## config.mk

```make
export PLATFORM = sky130hd
export DESIGN_NAME = debug_breakpoint_unit
export DESIGN_NICKNAME = d
export VERILOG_FILES = /design/src/dbg_pkg.sv /design/src/debug_breakpoint_unit.sv
export SDC_FILE = /design/constraint.sdc
export NUM_CORES = 1
export LEC_CHECK = 0
export ABC_AREA = 1
export ABC_CLOCK_PERIOD_IN_PS = 7700
export BUFFER_PORTS_ARGS = -buffer_cell sky130_fd_sc_hd__buf_2
export CAP_MARGIN = 10
export CELL_PAD_IN_SITES_DETAIL_PLACEMENT = 1
export CELL_PAD_IN_SITES_GLOBAL_PLACEMENT = 1
export CORE_MARGIN = 2
export CORE_UTILIZATION = 42
export CTS_CLUSTER_SIZE = 10
export DETAILED_ROUTE_END_ITERATION = 7
export GPL_TIMING_DRIVEN = 0
export PLACE_DENSITY = 0.95
export SETUP_SLACK_MARGIN = 0.3
export SLEW_MARGIN = 30
export SYNTH_ARGS = -nofsm -noshare
export SYNTH_HDL_FRONTEND = slang
export SYNTH_SLANG_ARGS = --single-unit
```

## constraint.sdc

```tcl
create_clock -name sys_clk -period 7.7 [get_ports sys_clk]
set_input_delay 0.77 -clock sys_clk [delete_from_list [all_inputs] [get_ports sys_clk]]
set_output_delay 0.77 -clock sys_clk [all_outputs]
set_load 0.02 [all_outputs]
```

## src/dbg_pkg.sv

```systemverilog
package dbg_pkg;
  localparam int              ADDR_W       = 16;
  localparam int              DATA_W       = 8;
  // Break opcode encoding, arbitrary value
  localparam logic [15:0]     BREAK_OPCODE = 16'h95F8;
  localparam logic [2:0]      CAUSE_NONE   = 3'h0;
  localparam logic [2:0]      CAUSE_HWBP   = 3'h1;
  localparam logic [2:0]      CAUSE_SWBP   = 3'h2;
  localparam logic [2:0]      CAUSE_STEP   = 3'h3;
  localparam logic [2:0]      CAUSE_HOST   = 3'h4;
  localparam logic [7:0]      DIV_RESET    = 8'h00;
  localparam logic [1:0]      RST_SYNC_RST = 2'h0;

  typedef enum logic [2:0] {
    BP_OFF          = 3'h0,
    BP_TWO_ADDR     = 3'h1,
    BP_TWO_ADDR_VAL = 3'h2,
    BP_ADDR_RANGE   = 3'h3,
    BP_DATA_RANGE   = 3'h6
  } bp_mode_t;

  typedef enum logic [1:0] {
    AREA_IO   = 2'h0,
    AREA_SRAM = 2'h1,
    AREA_XRAM = 2'h2
  } area_t;

  typedef enum logic {
    CPU_RUN    = 1'b0,
    CPU_HALTED = 1'b1
  } cpu_state_t;

  typedef enum logic [1:0] {
    BOOT_SCAN = 2'h0,
    BOOT_RUN  = 2'h1,
    BOOT_LOCK = 2'h3
  } boot_state_t;

  typedef enum logic {
    PIN_RESET = 1'b0,
    PIN_GPIO  = 1'b1
  } pin_cfg_t;
endpackage : dbg_pkg

```

## src/debug_breakpoint_unit.sv

```systemverilog
// Notes on behaviour
// - Four comparators: two address, two value
// - Active breakpoints all program or all data
// - Data breakpoints share one memory area
// - Address range uses both comparators exclusively
// - Only the four listed comparator combinations
// - Two-wire interface clocks from reset pin
// - Link enabled: pin is no reset input
// - Link works only with enable fuse set
// - Link cannot program its own enable fuse
// - Fuse change effective after power cycle
// - Link can disable itself when serial fuse set
// - Enable fuse keeps clocks alive in sleep
// - Link works only with lock bits cleared
// - Reduced unit: one step comparator only
// - Fetched break opcode halts the CPU while link or two-wire mode is on
// - Link bit rate derives from system clock
// - Enabled link excludes serial programming
// - Shared pin configurable as reset or GPIO
// - CRC mismatch blocks boot until recovery
`timescale 1ns/1ps
module debug_breakpoint_unit (
  input  wire logic        sys_clk,
  input  wire logic        rstn,
  input  wire logic        cfgWrite,
  input  wire logic [2:0]  cfgMode,
  input  wire logic [1:0]  cfgKindData,
  input  wire logic [1:0]  cfgArea0,
  input  wire logic [1:0]  cfgArea1,
  input  wire logic        cfgAddrRange,
  input  wire logic        cfgValRange,
  input  wire logic [15:0] cfgAddr0,
  input  wire logic [15:0] cfgAddr1,
  input  wire logic [7:0]  cfgVal0,
  input  wire logic [7:0]  cfgVal1,
  input  wire logic        pcValid,
  input  wire logic [15:0] pcAddr,
  input  wire logic        dataValid,
  input  wire logic [15:0] dataAddr,
  input  wire logic [1:0]  dataArea,
  input  wire logic [7:0]  dataValue,
  input  wire logic        fetchValid,
  input  wire logic [15:0] fetchOpcode,
  input  wire logic        stepArm,
  input  wire logic [15:0] stepAddr,
  input  wire logic        haltReq,
  input  wire logic        resume,
  input  wire logic        swEnFuse,
  input  wire logic        spiEnFuse,
  input  wire logic [1:0]  lockBits,
  input  wire logic        swDisableCmd,
  input  wire logic        fuseWrReq,
  input  wire logic        fuseWrViaSpi,
  input  wire logic        twoWireSel,
  input  wire logic        pinCfg,
  input  wire logic        gpioOut,
  input  wire logic        gpioOe,
  input  wire logic        swTxEn,
  input  wire logic        swTxBit,
  input  wire logic [7:0]  bitDiv,
  input  wire logic        resetPinIn,
  input  wire logic        crcScanEn,
  input  wire logic        crcDone,
  input  wire logic        crcMatch,
  input  wire logic        chipErase,
  output logic             cfgReject,
  output logic             cpuHalted,
  output logic [2:0]       haltCause,
  output logic             linkActive,
  output logic             resetPinOut,
  output logic             resetPinOe,
  output logic             extResetReq,
  output logic             spiProgAllowed,
  output logic             clkKeepAlive,
  output logic             fuseWrGrant,
  output logic             twClkRise,
  output logic             gpioIn,
  output logic             bitTick,
  output logic             rxBit,
  output logic             bootGo
);

  typedef struct packed {
    dbg_pkg::bp_mode_t    mode;
    logic                 kindData;
    logic [1:0]           area;
    logic                 addrRange;
    logic                 valRange;
    logic [15:0]          c0;
    logic [15:0]          c1;
    logic [7:0]           v0;
    logic [7:0]           v1;
    logic                 cfgReject;
    dbg_pkg::cpu_state_t  cpu;
    logic [2:0]           haltCause;
    logic                 stepArmed;
    logic [15:0]          stepAddr;
    logic                 fuseCaptured;
    logic                 swFuse;
    logic                 spiFuse;
    logic                 tempOff;
    logic                 linkActive;
    logic                 pinS1;
    logic                 pinS2;
    logic                 pinPrev;
    logic                 pinOut;
    logic                 pinOe;
    logic                 extResetReq;
    logic                 spiProgAllowed;
    logic                 clkKeepAlive;
    logic                 fuseWrGrant;
    logic                 twClkRise;
    logic                 gpioIn;
    logic [7:0]           divCnt;
    logic                 bitTick;
    logic                 rxBit;
    dbg_pkg::boot_state_t boot;
    logic                 erased;
    logic                 bootGo;
  } state_t;

  state_t     s;
  state_t     next_s;
  logic [1:0] rstSync;
  logic       rst_n;
  logic       legal;
  logic       debugEn;
  logic       swBreak;
  logic       hwHit;
  logic       stepHit;

  function automatic logic inRange(input logic [15:0] a, input logic [15:0] lo,
                                   input logic [15:0] hi);
    inRange = (a >= lo) && (a <= hi);
  endfunction : inRange

  // Legal comparator combination check
  function automatic logic cfgLegal(input logic [2:0] m, input logic [1:0] kd,
                                    input logic [1:0] a0, input logic [1:0] a1,
                                    input logic ar, input logic vr);
    logic same;
    same = (kd[0] == kd[1]) && (!kd[0] || (a0 == a1));
    case (m)
      dbg_pkg::BP_OFF:          cfgLegal = 1'b1;
      dbg_pkg::BP_TWO_ADDR:     cfgLegal = same;
      dbg_pkg::BP_ADDR_RANGE:   cfgLegal = same;
      dbg_pkg::BP_TWO_ADDR_VAL: cfgLegal = same && kd[0];
      dbg_pkg::BP_DATA_RANGE:   cfgLegal = same && kd[0] && (ar || vr);
      default:                  cfgLegal = 1'b0;
    endcase
  endfunction : cfgLegal

  // One comparison across the four comparators
  function automatic logic bpMatch(input state_t st, input logic [15:0] a,
                                   input logic [7:0] v);
    logic aHit;
    aHit = (a == st.c0) || (a == st.c1);
    case (st.mode)
      dbg_pkg::BP_TWO_ADDR:     bpMatch = aHit;
      dbg_pkg::BP_ADDR_RANGE:   bpMatch = inRange(a, st.c0, st.c1);
      dbg_pkg::BP_TWO_ADDR_VAL: bpMatch = aHit && (v == st.v0);
      dbg_pkg::BP_DATA_RANGE:
        bpMatch = (st.addrRange ? inRange(a, st.c0, st.c1) : (a == st.c0)) &&
                  (st.valRange ? inRange({8'h00, v}, {8'h00, st.v0}, {8'h00, st.v1})
                               : (v == st.v0));
      default:                  bpMatch = 1'b0;
    endcase
  endfunction : bpMatch

  always_ff @(posedge sys_clk or negedge rstn) begin
    if (!rstn) begin
      rstSync <= dbg_pkg::RST_SYNC_RST;
    end else begin
      rstSync <= {rstSync[0], 1'b1};
    end
  end
  assign rst_n = rstSync[1];

  assign legal   = cfgLegal(cfgMode, cfgKindData, cfgArea0, cfgArea1, cfgAddrRange,
                            cfgValRange);
  assign debugEn = s.linkActive || twoWireSel;
  assign swBreak = debugEn && fetchValid && (fetchOpcode == dbg_pkg::BREAK_OPCODE);
  // Reduced unit has no user comparators while the link runs
  assign hwHit   = !s.linkActive && s.mode != dbg_pkg::BP_OFF &&
                   ((pcValid && !s.kindData && bpMatch(s, pcAddr, 8'h00)) ||
                    (dataValid && s.kindData && dataArea == s.area &&
                     bpMatch(s, dataAddr, dataValue)));
  assign stepHit = s.stepArmed && pcValid && (pcAddr == s.stepAddr);

  always_comb begin
    next_s = s;
    next_s.twClkRise = 1'b0;
    next_s.bitTick   = 1'b0;
    next_s.fuseWrGrant = 1'b0;
    // Breakpoint configuration
    if (cfgWrite) begin
      next_s.cfgReject = !legal;
      if (legal) begin
        next_s.mode      = dbg_pkg::bp_mode_t'(cfgMode);
        next_s.kindData  = cfgKindData[0];
        next_s.area      = cfgArea0;
        next_s.addrRange = cfgAddrRange;
        next_s.valRange  = cfgValRange;
        next_s.c0        = cfgAddr0;
        next_s.c1        = cfgAddr1;
        next_s.v0        = cfgVal0;
        next_s.v1        = cfgVal1;
      end
    end
    // CPU run control
    if (stepArm) begin
      next_s.stepArmed = 1'b1;
      next_s.stepAddr  = stepAddr;
    end
    case (s.cpu)
      dbg_pkg::CPU_RUN: begin
        if (swBreak) begin
          next_s.cpu       = dbg_pkg::CPU_HALTED;
          next_s.haltCause = dbg_pkg::CAUSE_SWBP;
        end else if (hwHit) begin
          next_s.cpu       = dbg_pkg::CPU_HALTED;
          next_s.haltCause = dbg_pkg::CAUSE_HWBP;
        end else if (stepHit) begin
          next_s.cpu       = dbg_pkg::CPU_HALTED;
          next_s.haltCause = dbg_pkg::CAUSE_STEP;
          next_s.stepArmed = 1'b0;
        end else if (haltReq && debugEn) begin
          next_s.cpu       = dbg_pkg::CPU_HALTED;
          next_s.haltCause = dbg_pkg::CAUSE_HOST;
        end
      end
      dbg_pkg::CPU_HALTED: begin
        if (resume) begin
          next_s.cpu = dbg_pkg::CPU_RUN;
        end
      end
      default: next_s.cpu = dbg_pkg::CPU_RUN;
    endcase
    // Fuses are sampled once per power-up
    if (!s.fuseCaptured) begin
      next_s.fuseCaptured = 1'b1;
      next_s.swFuse       = swEnFuse;
      next_s.spiFuse      = spiEnFuse;
    end
    if (swDisableCmd && s.linkActive && s.spiFuse) begin
      next_s.tempOff = 1'b1;
    end
    next_s.linkActive = next_s.swFuse && !next_s.tempOff && (lockBits == 2'h0);
    // Shared reset pin
    next_s.pinS1   = resetPinIn;
    next_s.pinS2   = s.pinS1;
    next_s.pinPrev = s.pinS2;
    next_s.gpioIn  = s.pinS2;
    next_s.twClkRise   = twoWireSel && s.pinS2 && !s.pinPrev;
    next_s.extResetReq = !s.linkActive && !twoWireSel && pinCfg == dbg_pkg::PIN_RESET &&
                         !s.pinS2;
    if (s.linkActive) begin
      next_s.pinOe  = swTxEn;
      next_s.pinOut = swTxBit;
    end else begin
      next_s.pinOe  = !twoWireSel && pinCfg == dbg_pkg::PIN_GPIO && gpioOe;
      next_s.pinOut = gpioOut;
    end
    next_s.spiProgAllowed = !s.linkActive;
    next_s.clkKeepAlive   = s.swFuse;
    next_s.fuseWrGrant    = fuseWrReq && fuseWrViaSpi && !s.linkActive;
    // Bit timing from the system clock
    if (!s.linkActive) begin
      next_s.divCnt = bitDiv;
    end else if (s.divCnt == 8'h00) begin
      next_s.divCnt  = bitDiv;
      next_s.bitTick = 1'b1;
      next_s.rxBit   = s.pinS2;
    end else begin
      next_s.divCnt = s.divCnt - 8'h01;
    end
    // Pre-boot flash check
    if (chipErase) begin
      next_s.erased = 1'b1;
    end
    case (s.boot)
      dbg_pkg::BOOT_SCAN: begin
        if (!crcScanEn || (crcDone && crcMatch)) begin
          next_s.boot = dbg_pkg::BOOT_RUN;
        end else if (crcDone) begin
          next_s.boot = dbg_pkg::BOOT_LOCK;
        end
      end
      dbg_pkg::BOOT_LOCK: begin
        if (!crcScanEn || (s.erased && crcDone && crcMatch)) begin
          next_s.boot = dbg_pkg::BOOT_RUN;
        end
      end
      dbg_pkg::BOOT_RUN: next_s.boot = dbg_pkg::BOOT_RUN;
      default:           next_s.boot = dbg_pkg::BOOT_SCAN;
    endcase
    next_s.bootGo = next_s.boot == dbg_pkg::BOOT_RUN;
  end

  always_ff @(posedge sys_clk or negedge rst_n) begin
    if (!rst_n) begin
      s           <= '0;
      s.mode      <= dbg_pkg::BP_OFF;
      s.cpu       <= dbg_pkg::CPU_RUN;
      s.haltCause <= dbg_pkg::CAUSE_NONE;
      s.divCnt    <= dbg_pkg::DIV_RESET;
      s.boot      <= dbg_pkg::BOOT_SCAN;
      s.spiProgAllowed <= 1'b1;
      // Pin copies start at the pulled-up idle level, no false edge
      s.pinS1     <= 1'b1;
      s.pinS2     <= 1'b1;
      s.pinPrev   <= 1'b1;
    end else begin
      s <= next_s;
    end
  end

  assign cfgReject      = s.cfgReject;
  assign cpuHalted      = s.cpu == dbg_pkg::CPU_HALTED;
  assign haltCause      = s.haltCause;
  assign linkActive     = s.linkActive;
  assign resetPinOut    = s.pinOut;
  assign resetPinOe     = s.pinOe;
  assign extResetReq    = s.extResetReq;
  assign spiProgAllowed = s.spiProgAllowed;
  assign clkKeepAlive   = s.clkKeepAlive;
  assign fuseWrGrant    = s.fuseWrGrant;
  assign twClkRise      = s.twClkRise;
  assign gpioIn         = s.gpioIn;
  assign bitTick        = s.bitTick;
  assign rxBit          = s.rxBit;
  assign bootGo         = s.bootGo;
endmodule : debug_breakpoint_unit
```

==> results of run 1 <==
## flip-flops by register name, summed over array words and instances, names as in the netlist, 2 cells and up
register / flops
haltCause: 3
next_s: 3
rstSync: 2
s: 88
## cells in the mapped netlist (2+ instances only)
master    count
nand2_1     143
inv_1       114
dfrtp_1     106
nor2_1       91
ha_1         82
a21oi_1      53
a21oi_2      37
o21ai_0      35
nand4_1      21
nand3_1      19
nor3_1       11
xor2_1       11
mux2_2       10
nor4_1        8
buf_2         6
mux2_4        6
xnor2_1       6
buf_6         5
or2_2         5
clkbuf_1      4
dfstp_2       4
nand3b_1      4
buf_4         3
nor3_2        3
a21boi_0      2
nor3b_1       2
o211ai_1      2
o21a_1        2
## per-stage QoR
| step | utilization (%) | power [mW] |
|---|---|---|
| 3_3_place_gp | 49.8 | 1.23 |
| 6_report | 52.0 | 1.78 |
| 3_5_place_dp | 50.1 | 1.28 |
| 2_1_floorplan | - | 1.08 |
| 5_1_grt | 52.0 | 1.90 |
| 4_1_cts | 52.0 | 1.80 |
## worst register-to-register path, delay by kind of cell (launching register included)
| kind | cells | cell delay (ns) |
|---|---|---|
| adders and majority gates | 1 | 0.32 |
| DFF | 1 | 0.34 |
| and+or+nand+nor | 18 | 1.57 |
| buffers and inverters | 2 | 0.17 |
## final cells by class
type | count | area [um2]
plain buffers | 18 | 124
clock buffers | 9 | 225
clock inverters | 7 | 88.8
fillers | 2079 | 7840
inverters | 115 | 432
multi-input cells | 568 | 3640
flip-flops and latches | 110 | 2760
well taps | 220 | 275
repair buffers | 185 | 963
## how the worst max path moves through the flow
stage          slack [ns]      endpoint  depth (start not counted)  startpoint
2_1_floorplan        4.42       bitTick                          0  rstSync[1]
3_3_place_gp         3.08    resetPinOe                          0  rstSync[1]
3_5_place_dp         4.78  haltCause[0]                         21   pcAddr[3]
4_1_cts              5.07  haltCause[0]                         21  pcAddr[11]
5_1_grt              4.81  haltCause[0]                         21  pcAddr[11]
6_report             5.08  haltCause[0]                         21  pcAddr[11]
## metal layers
layer | track usage, % | routed length [um]
met4 | 11.0 | 793
met5 | 0 | 0
met1 | 29.3 | 9010
met2 | 44.8 | 10500
met3 | 4.98 | 1010
## kinds of logic after synthesis
kind of cell	Yosys count
DFF	110
other	1
muxes	16
xor gates and xnor gates	17
and+or+nand+nor	312
AOI/OAI and AO/OA	139
buffers and inverters	133
adders and majority gates	82
## power breakdown
group	switching (mW)	internal [mW]	leakage, nW
Sequential	0.0433	0.664	1.25
Combinational	0.341	0.229	3.16
Clock	0.246	0.262	0.152
Total	0.630	1.15	4.56
==> flow_summary.toml, run 1 <==
[run_status]
outcome = "completed"

[routing]
via_count = 6300
firstDrtPassIters = 4
drt-initial-drc-count = 247
routed_via_density = 5.11
routed_wirelength_um = 21300
postRouteAntennaNets = 0
detail_route.wl_per_cell_um = 17.3
route.detailed.drc = 0

[synthesis]
synth_compound_area_share_pct = 12.9
synth_area_per_cell_um2 = 8.58
synth_top_cell_area_share_pct = 38.2
synth_area_leader_cell = "dfrtp_1"
synthSimpleGateAreaFrac_pct = 19.5
ys_async_sr_fraction_pct = 100
yosysUniqueCellTypes = 43
synth_cells = 810
synth_enable_flop_cells = 0
synthesis.area_um2 = 6950
synth_fa_ha_area_share_pct = 14.8
synth_flop_cell = "dfrtp_1"
synth_xor_xnor_area_share_pct = 2.14
ys_ff_latch = 110
yosysWarnings = 0
ys_seq_area_share_pct = 39.7
synth.area.mux_share_pct = 2.92
synth_top_family_by_area = "simple AND/OR/NAND/NOR gates"
synth_area_leaders = "dfrtp_1, ha_1, nand2_1, inv_1, nor2_1"

[timing]
setup_viol = 0
max_slew_margin_pct = 63.1
setup_ws_ns = 5.08
finalCritPeriodShare_pct = 34.0
fmax_mhz = 382
hold_slack_ns = 0.175
slew_violations = 0
clock-skew-final_ns = 0.00782
worst_slew_pin_slew_ns = 0.548
rsz0062_at_grt = "no"
tns_ns = 0
fin_crit_ns = 2.62
final_hold_viol_count = 0

[critical_path]
arrival_ns = 2.88
rr_worst_depth = 21
path_cells = "buf_2, ha_1, nand2_1, inv_1, nand3_1, nor3_2, nand2_1, nand3_1, nand2_1, nand2_1, nand2_1, nand2_1, nand2_1, nand2_1, nand2_1, nand2_1, nand2_1, nand3_2, nand2_2, nand2_1, nand2_1"
r2r_slack_ns = 5.18
critPathKind = "in -> reg"
endpoint_kind = "register"
slowest_delay_ns = 0.31
path_delay_family = "simple AND/OR/NAND/NOR gates"
cp.buffers_inverters = 2
reg2reg_from = "s[95]"
crit_required_ns = 7.96
cpMaxStageDelayCell = "ha_1"
r2r-end = "haltCause[0]"
cp_common_cell = "nand2_1"
crit_path_max_fanout = 5
startpoint_type = "input port"

[global_routing]
antenna_found_initial = 0
grt_usage_pct = 25.1
grt_max_degree = 49
grt_pass1_vias = 7054
grt.overflow.total = 0
grt_pass1_wl_um = 34500

[place]
dpl_cell_area_um2 = 8190
numPortBuffers = 183
gp_congestion = 0.840
hpwlAfterDp_um = 17400
pre_cts_ws_ns = 4.78
dp_cells = 1216

[final_layout]
final_common_cell = "buf_2"
area_delta_synth_final_pct = 22.5
n_antenna_cell = 0
fin_area_um2 = 8510
fin_cells = 1232
drive_above_1_share_pct = 28.6
final_cell_mix = "buf_2, nand2_1, inv_1"
final_nets = 1257

[clock_tree]
clk_latency_ns = 0.37
cts_buffer_depth = 2
root_buffer = "clkbuf_16"
post-cts-setup-buffer-count = 0
post_cts_resize_count = 0
cts_tree = "built"
clk_pin_slew_worst_paths_ns = 0.08
ctsHoldBuffers = 0
ctsHtreeMaxLevel = 3
numCtsBuffers = 9
clock_sinks = 110

[floorplanning]
num_rows = 47
io_pins = 185
die_area_um2 = 17600
fp.coreArea_um2 = 16300
start_util_pct = 42.5
die_y_um = 133
die-width_um = 133

[power]
ir_drop_v = 0.000119
p_leak_nw = 4.56
powerDensity_nw_per_um2 = 210

[flow_run]
max_cap_violations = 0

[worst_hold_path]
hold_class = "in -> async"
(Power assumes the default switching activity.)
==> inputs of run 2 (changes only) <==
- ABC_AREA: 1 -> 0
- ABC_CLOCK_PERIOD_IN_PS: 7700 -> 2200
- CORE_UTILIZATION: 42 -> 37
- PLACE_DENSITY: 0.95 -> 0.87
- clock period: 7.7 -> 2.2 ns (I/O delays scaled with it)
==> flow_summary.toml, run 2 <==
[clock_tree]
ctsHtreeMaxLevel = 3
numCtsBuffers = 9
root_buffer = "clkbuf_16"
cts_buffer_depth = 2
cts_tree = "built"
clk_latency_ns = 0.37
clock_sinks = 110
clk_pin_slew_worst_paths_ns = 0.08

[synthesis]
synth_area_leader_cell = "dfrtp_1"
ys_ff_latch = 110
synth.most_common_cell = "dfrtp_1"
synth_enable_flop_cells = 0
yosysUniqueCellTypes = 68
synthesis.area_um2 = 6710
ys_seq_area_share_pct = 41.1
ys_async_sr_fraction_pct = 100
synth_cells = 624
synth_area_per_cell_um2 = 10.8
yosysWarnings = 0
synth_flop_cell = "dfrtp_1"
synth_top_cell_area_share_pct = 39.5
synth_commonest_cells = "dfrtp_1, ha_1, mux2_2"
synth_area_leaders = "dfrtp_1, ha_1, mux2_2, inv_1, a21oi_1"

[critical_path]
endpoint_kind = "register"
reg2reg_from = "s[91]"
r2r-end = "haltCause[2]"
rr_worst_depth = 10
critPathKind = "reg -> reg"
slowest_delay_ns = 0.62
path_cells = "inv_2, ha_4, nand4_1, or4b_4, a21oi_2, and3_4, a41oi_4, nand3_2, a21oi_2, o22a_1"
arrival_ns = 2.76
cp.depth = 10
crit_path_max_fanout = 3
r2r_slack_ns = -0.30
cp_common_cell = "a21oi_2"
cpMaxStageDelayCell = "or4b_4"
startpoint_type = "register"
crit_required_ns = 2.46
cp.buffers_inverters = 1
path_delay_family = "simple AND/OR/NAND/NOR gates"

[global_routing]
grt.overflow.total = 0
grt_max_degree = 40
antenna_found_initial = 2
grt_usage_pct = 23.0
grt_pass1_vias = 6518
grt_pass1_wl_um = 34700

[final_layout]
fin_area_um2 = 8960
multi_input_area_um2 = 4070
regArea_um2 = 2760
largest_register_ffs = 88
fill_cells = 2020
area_delta_synth_final_pct = 33.5
final_nets = 1104
drive_above_1_share_pct = 45.8
final_cell_mix = "buf_2, dfrtp_1, mux2_2"
final_common_cell = "buf_2"
regMostFlops = "s"

[routing]
via_count = 5818
detail_route.wl_per_cell_um = 20.2
route.detailed.drc = 0
drt-initial-drc-count = 164
routed_wirelength_um = 22000
firstDrtPassIters = 4
routed_via_density = 5.34
postRouteAntennaNets = 0

[timing]
clock-skew-final_ns = 0.0137
fin_crit_ns = 2.50
fmax_mhz = 399
worst_slew_pin_slew_ns = 0.649
slew_violations = 0
final_hold_viol_count = 0
setup_ws_ns = -0.303
max_slew_margin_pct = 56.4
setup_viol = 5
finalCritPeriodShare_pct = 114
rsz0062_at_grt = "yes"
tns_ns = -1.28

[floorplanning]
fp.coreArea_um2 = 17900
num_rows = 49
start_util_pct = 37.5
die_area_um2 = 19200
die-width_um = 139
io_pins = 185
die_y_um = 139

[place]
dpl_cell_area_um2 = 7960
gp_congestion = 0.820
numPortBuffers = 183
hpwlAfterDp_um = 16300

[run_status]
failed_checks = "negative setup slack"
outcome = "finished with violations"

[worst_hold_path]
hold_class = "in -> reg"
min_path_cells = 2
hold_end = "s[1]"
min_from = "chipErase"

[power]
p_leak_nw = 4.23
powerDensity_nw_per_um2 = 751
fin_total_pwr_mw = 6.73
ir_drop_v = 0.000410

[flow_run]
max_cap_violations = 0
==> run 2: kinds of logic after synthesis <==
| kind of cell | count (synthesis) | synth area share [%] |
|---|---|---|
| simple gates | 143 | 12.2 |
| compound gates | 118 | 11.2 |
| mux | 74 | 12.4 |
| fa+ha+maj | 82 | 15.3 |
| flops | 110 | 41.1 |
| other cells | 1 | 0.0559 |
| buf+inv | 70 | 4.40 |
| xor+xnor | 26 | 3.39 |
==> run 2: worst max path at each step <==
stage	startpoint	endpoint	slack, ns
6_report	s[91]	haltCause[2]	-0.30
5_1_grt	s[94]	haltCause[2]	-0.41
4_1_cts	s[91]	haltCause[2]	-0.24
3_5_place_dp	s[87]	s[46]	-0.46
3_3_place_gp	s[97]	s[46]	-0.38
2_1_floorplan	s[87]	haltCause[2]	-0.03
==> run 2: worst reg2reg max path, stage by stage (launching register included) <==
cell and delay [ns]:
dfrtp_1 0.38, inv_2 0.08, ha_4 0.27, nand4_1 0.17, or4b_4 0.62, a21oi_2 0.17, and3_4 0.21, a41oi_4 0.14
nand3_2 0.12, a21oi_2 0.05, o22a_1 0.19
==> run 2: report_power, final <==
group / switching (mW) / internal [mW] / leakage [nW]
logic: 1.27 / 1.18 / 2.80
registers: 0.257 / 2.35 / 1.29
clock network: 0.868 / 0.808 / 0.145
total: 2.39 / 4.34 / 4.23
==> run 2: metrics by stage <==
stage               worst slack, ns  instances  hold WS [ns]  util (%)
finish                       -0.303       1090        0.0342      50.1
global route                 -0.412       1089        0.0324      50.1
CTS                          -0.235       1074        0.0179      48.9
detailed placement           -0.464       1039       0.00694      44.5
global placement             -0.381       1037       0.00510      44.2
floorplan                   -0.0347        625       -0.0756         -
==> run 2: what timing repair did <==
item / CTS / global route
resized for setup: 48 / 27
endpoints found under the setup margin: 23 / 63
gates cloned: 0 / 0
pin swaps: 25 / 17
hold endpoints to repair: 4 / 0
hold buffers: 4 / 0
setup buffers: 15 / 14
==> run 2: metal layers <==
layer | GRT usage [%] | vias to the layer above | share of wire (%)
met5 | 0 | - | 0
met4 | 9.99 | 0 | 4.0
met3 | 4.52 | 56 | 5.0
met2 | 42.0 | 185 | 52
met1 | 26.0 | 2858 | 39
li1 | - | 2719 | -
==> run 2: layout make-up <==
type	count	share of cell area [%]
multi-input cells	445	45.4
flip-flops and latches	110	30.8
repair buffers	218	13.5
well taps	229	3.20
clock buffers	9	2.51
inverters	56	2.35
plain buffers	14	1.24
clock inverters	7	0.851
diodes	2	0.0558
==> inputs of run 3 (changes only) <==
- CORE_ASPECT_RATIO: default -> 0.9
==> flow_summary.toml, run 3 (same netlist as run 2, synthesis figures left out) <==
[critical_path]
startpoint_type = "register"
r2r_slack_ns = -0.33
critPathLaunch = "s[90]"
critPathKind = "reg -> reg"
reg2reg_from = "s[90]"
slowest_delay_ns = 0.62
cp_common_cell = "a21oi_2"
cpMaxStageDelayCell = "or4b_4"
path_delay_family = "simple AND/OR/NAND/NOR gates"
endpoint_kind = "register"
crit_end = "haltCause[2]"
cp.depth = 10
r2r-end = "haltCause[2]"
rr_worst_depth = 10
crit_path_max_fanout = 3
cp.buffers_inverters = 1
arrival_ns = 2.79
crit_required_ns = 2.46
path_cells = "inv_2, ha_4, nand4_1, or4b_4, a21oi_2, and3_1, a41oi_2, nand3_2, a21oi_2, o22a_1"

[timing]
final_hold_viol_count = 0
fmax_mhz = 395
setup_viol = 5
fin_crit_ns = 2.53
slew_violations = 0
clock-skew-final_ns = 0.0107
max_slew_margin_pct = 50.9
finalCritPeriodShare_pct = 115
rsz0062_at_grt = "yes"
setup_ws_ns = -0.334
worst_slew_pin_slew_ns = 0.730

[final_layout]
final_cell_mix = "buf_2, dfrtp_1, mux2_2"
fin_cells = 1093
fill_cells = 2016
regMostFlops = "s"
regArea_um2 = 2760
multi_input_area_um2 = 4010
final_nets = 1095
area_delta_synth_final_pct = 31.9
drive_above_1_share_pct = 44.5
largest_register_ffs = 88
final_common_cell = "buf_2"

[clock_tree]
clk_latency_ns = 0.36
ctsHtreeMaxLevel = 3
clock_sinks = 110
clk_pin_slew_worst_paths_ns = 0.08
cts_buffer_depth = 2
cts_tree = "built"
root_buffer = "clkbuf_16"
numCtsBuffers = 9

[global_routing]
antenna_found_initial = 3
grt_max_degree = 47
grt_pass1_wl_um = 31900
grt_pass1_vias = 6171
grt.overflow.total = 0
grt_usage_pct = 21.0

[floorplanning]
die_y_um = 132
io_pins = 185
fp.coreArea_um2 = 17700
die_area_um2 = 19200
start_util_pct = 37.9
num_rows = 46
die-width_um = 146

[power]
ir_drop_v = 0.000484
p_leak_nw = 4.19
fin_total_pwr_mw = 6.59
powerDensity_nw_per_um2 = 745

[place]
gp_congestion = 0.838
numPortBuffers = 183
dp_cells = 1050
hpwlAfterDp_um = 16000

[routing]
route.detailed.drc = 0
detail_route.wl_per_cell_um = 19.3
routed_wirelength_um = 21100
drt-initial-drc-count = 171
firstDrtPassIters = 6
postRouteAntennaNets = 0
routed_via_density = 5.25
via_count = 5736

[flow_run]
max_cap_violations = 0

[run_status]
failed_checks = "negative setup slack"
outcome = "finished with violations"

[worst_hold_path]
hold_class = "in -> reg"
## run 3: changes by cell type in the layout (fill, tap and decap cells not counted), sizes merged
cell	before	now
clkinv	3	4
diode	2	3
clkbuf	14	17
clkinvlp	1	0
buf	223	211
## run 3: routing by layer
metal / GRT usage (%) / part of all wire (%) / vias up
met5: 0 / 0.062 / -
li1: - / - / 2705
met4: 6.58 / 2.5 / 2
met1: 25.9 / 42 / 2827
met3: 4.95 / 5.1 / 37
met2: 36.5 / 50 / 165
## run 3: worst min-delay path by stage
stage	depth (start not counted)	from	end	slack, ns
floorplan	0	rstn	rstSync[0]	-0.08
global placement	1	rstn	rstSync[0]	0.006
detailed placement	1	rstn	rstSync[0]	0.008
CTS	2	pinCfg	extResetReq	0.02
global route	2	pinCfg	extResetReq	0.03
finish	2	pinCfg	extResetReq	0.03
## run 3: power breakdown
group	switching [mW]	internal [mW]	leakage, nW
logic	1.22	1.12	2.75
clock network	0.861	0.810	0.148
registers	0.240	2.35	1.29
## run 3: final cells by class
| type | instances | share of cell area [%] |
|---|---|---|
| antenna | 3 | 0.0848 |
| clock inverter | 7 | 0.891 |
| multi-input combinational | 445 | 45.3 |
| inverter | 56 | 2.37 |
| tap | 240 | 3.39 |
| buffer | 14 | 1.19 |
| clock buffer | 9 | 2.54 |
| sequential | 110 | 31.2 |
| timing repair buffer | 209 | 13.0 |
## run 3: what timing repair did
action,in CTS,in global routing
endpoints found under the hold margin,4,0
cloned,0,0
endpoints found under the setup margin,23,63
setup buffers,9,11
hold buffers,4,0
resized for setup,30,29
pin swaps,16,22
## run 3: metrics by stage
stage / cell area (um2) / utilization, % / worst slack [ns] / hold WS [ns] / TNS [ns]
2_1_floorplan: 6720 / - / -0.0347 / -0.0756 / -0.0347
4_1_cts: 8620 / 48.6 / -0.222 / 0.0170 / -0.830
6_report: 8850 / 49.9 / -0.334 / 0.0334 / -1.27
3_5_place_dp: 7980 / 45.0 / -0.345 / 0.00755 / -4.00
5_1_grt: 8850 / 49.9 / -0.400 / 0.0306 / -1.62
3_3_place_gp: 7930 / 44.8 / -0.404 / 0.00558 / -42.32
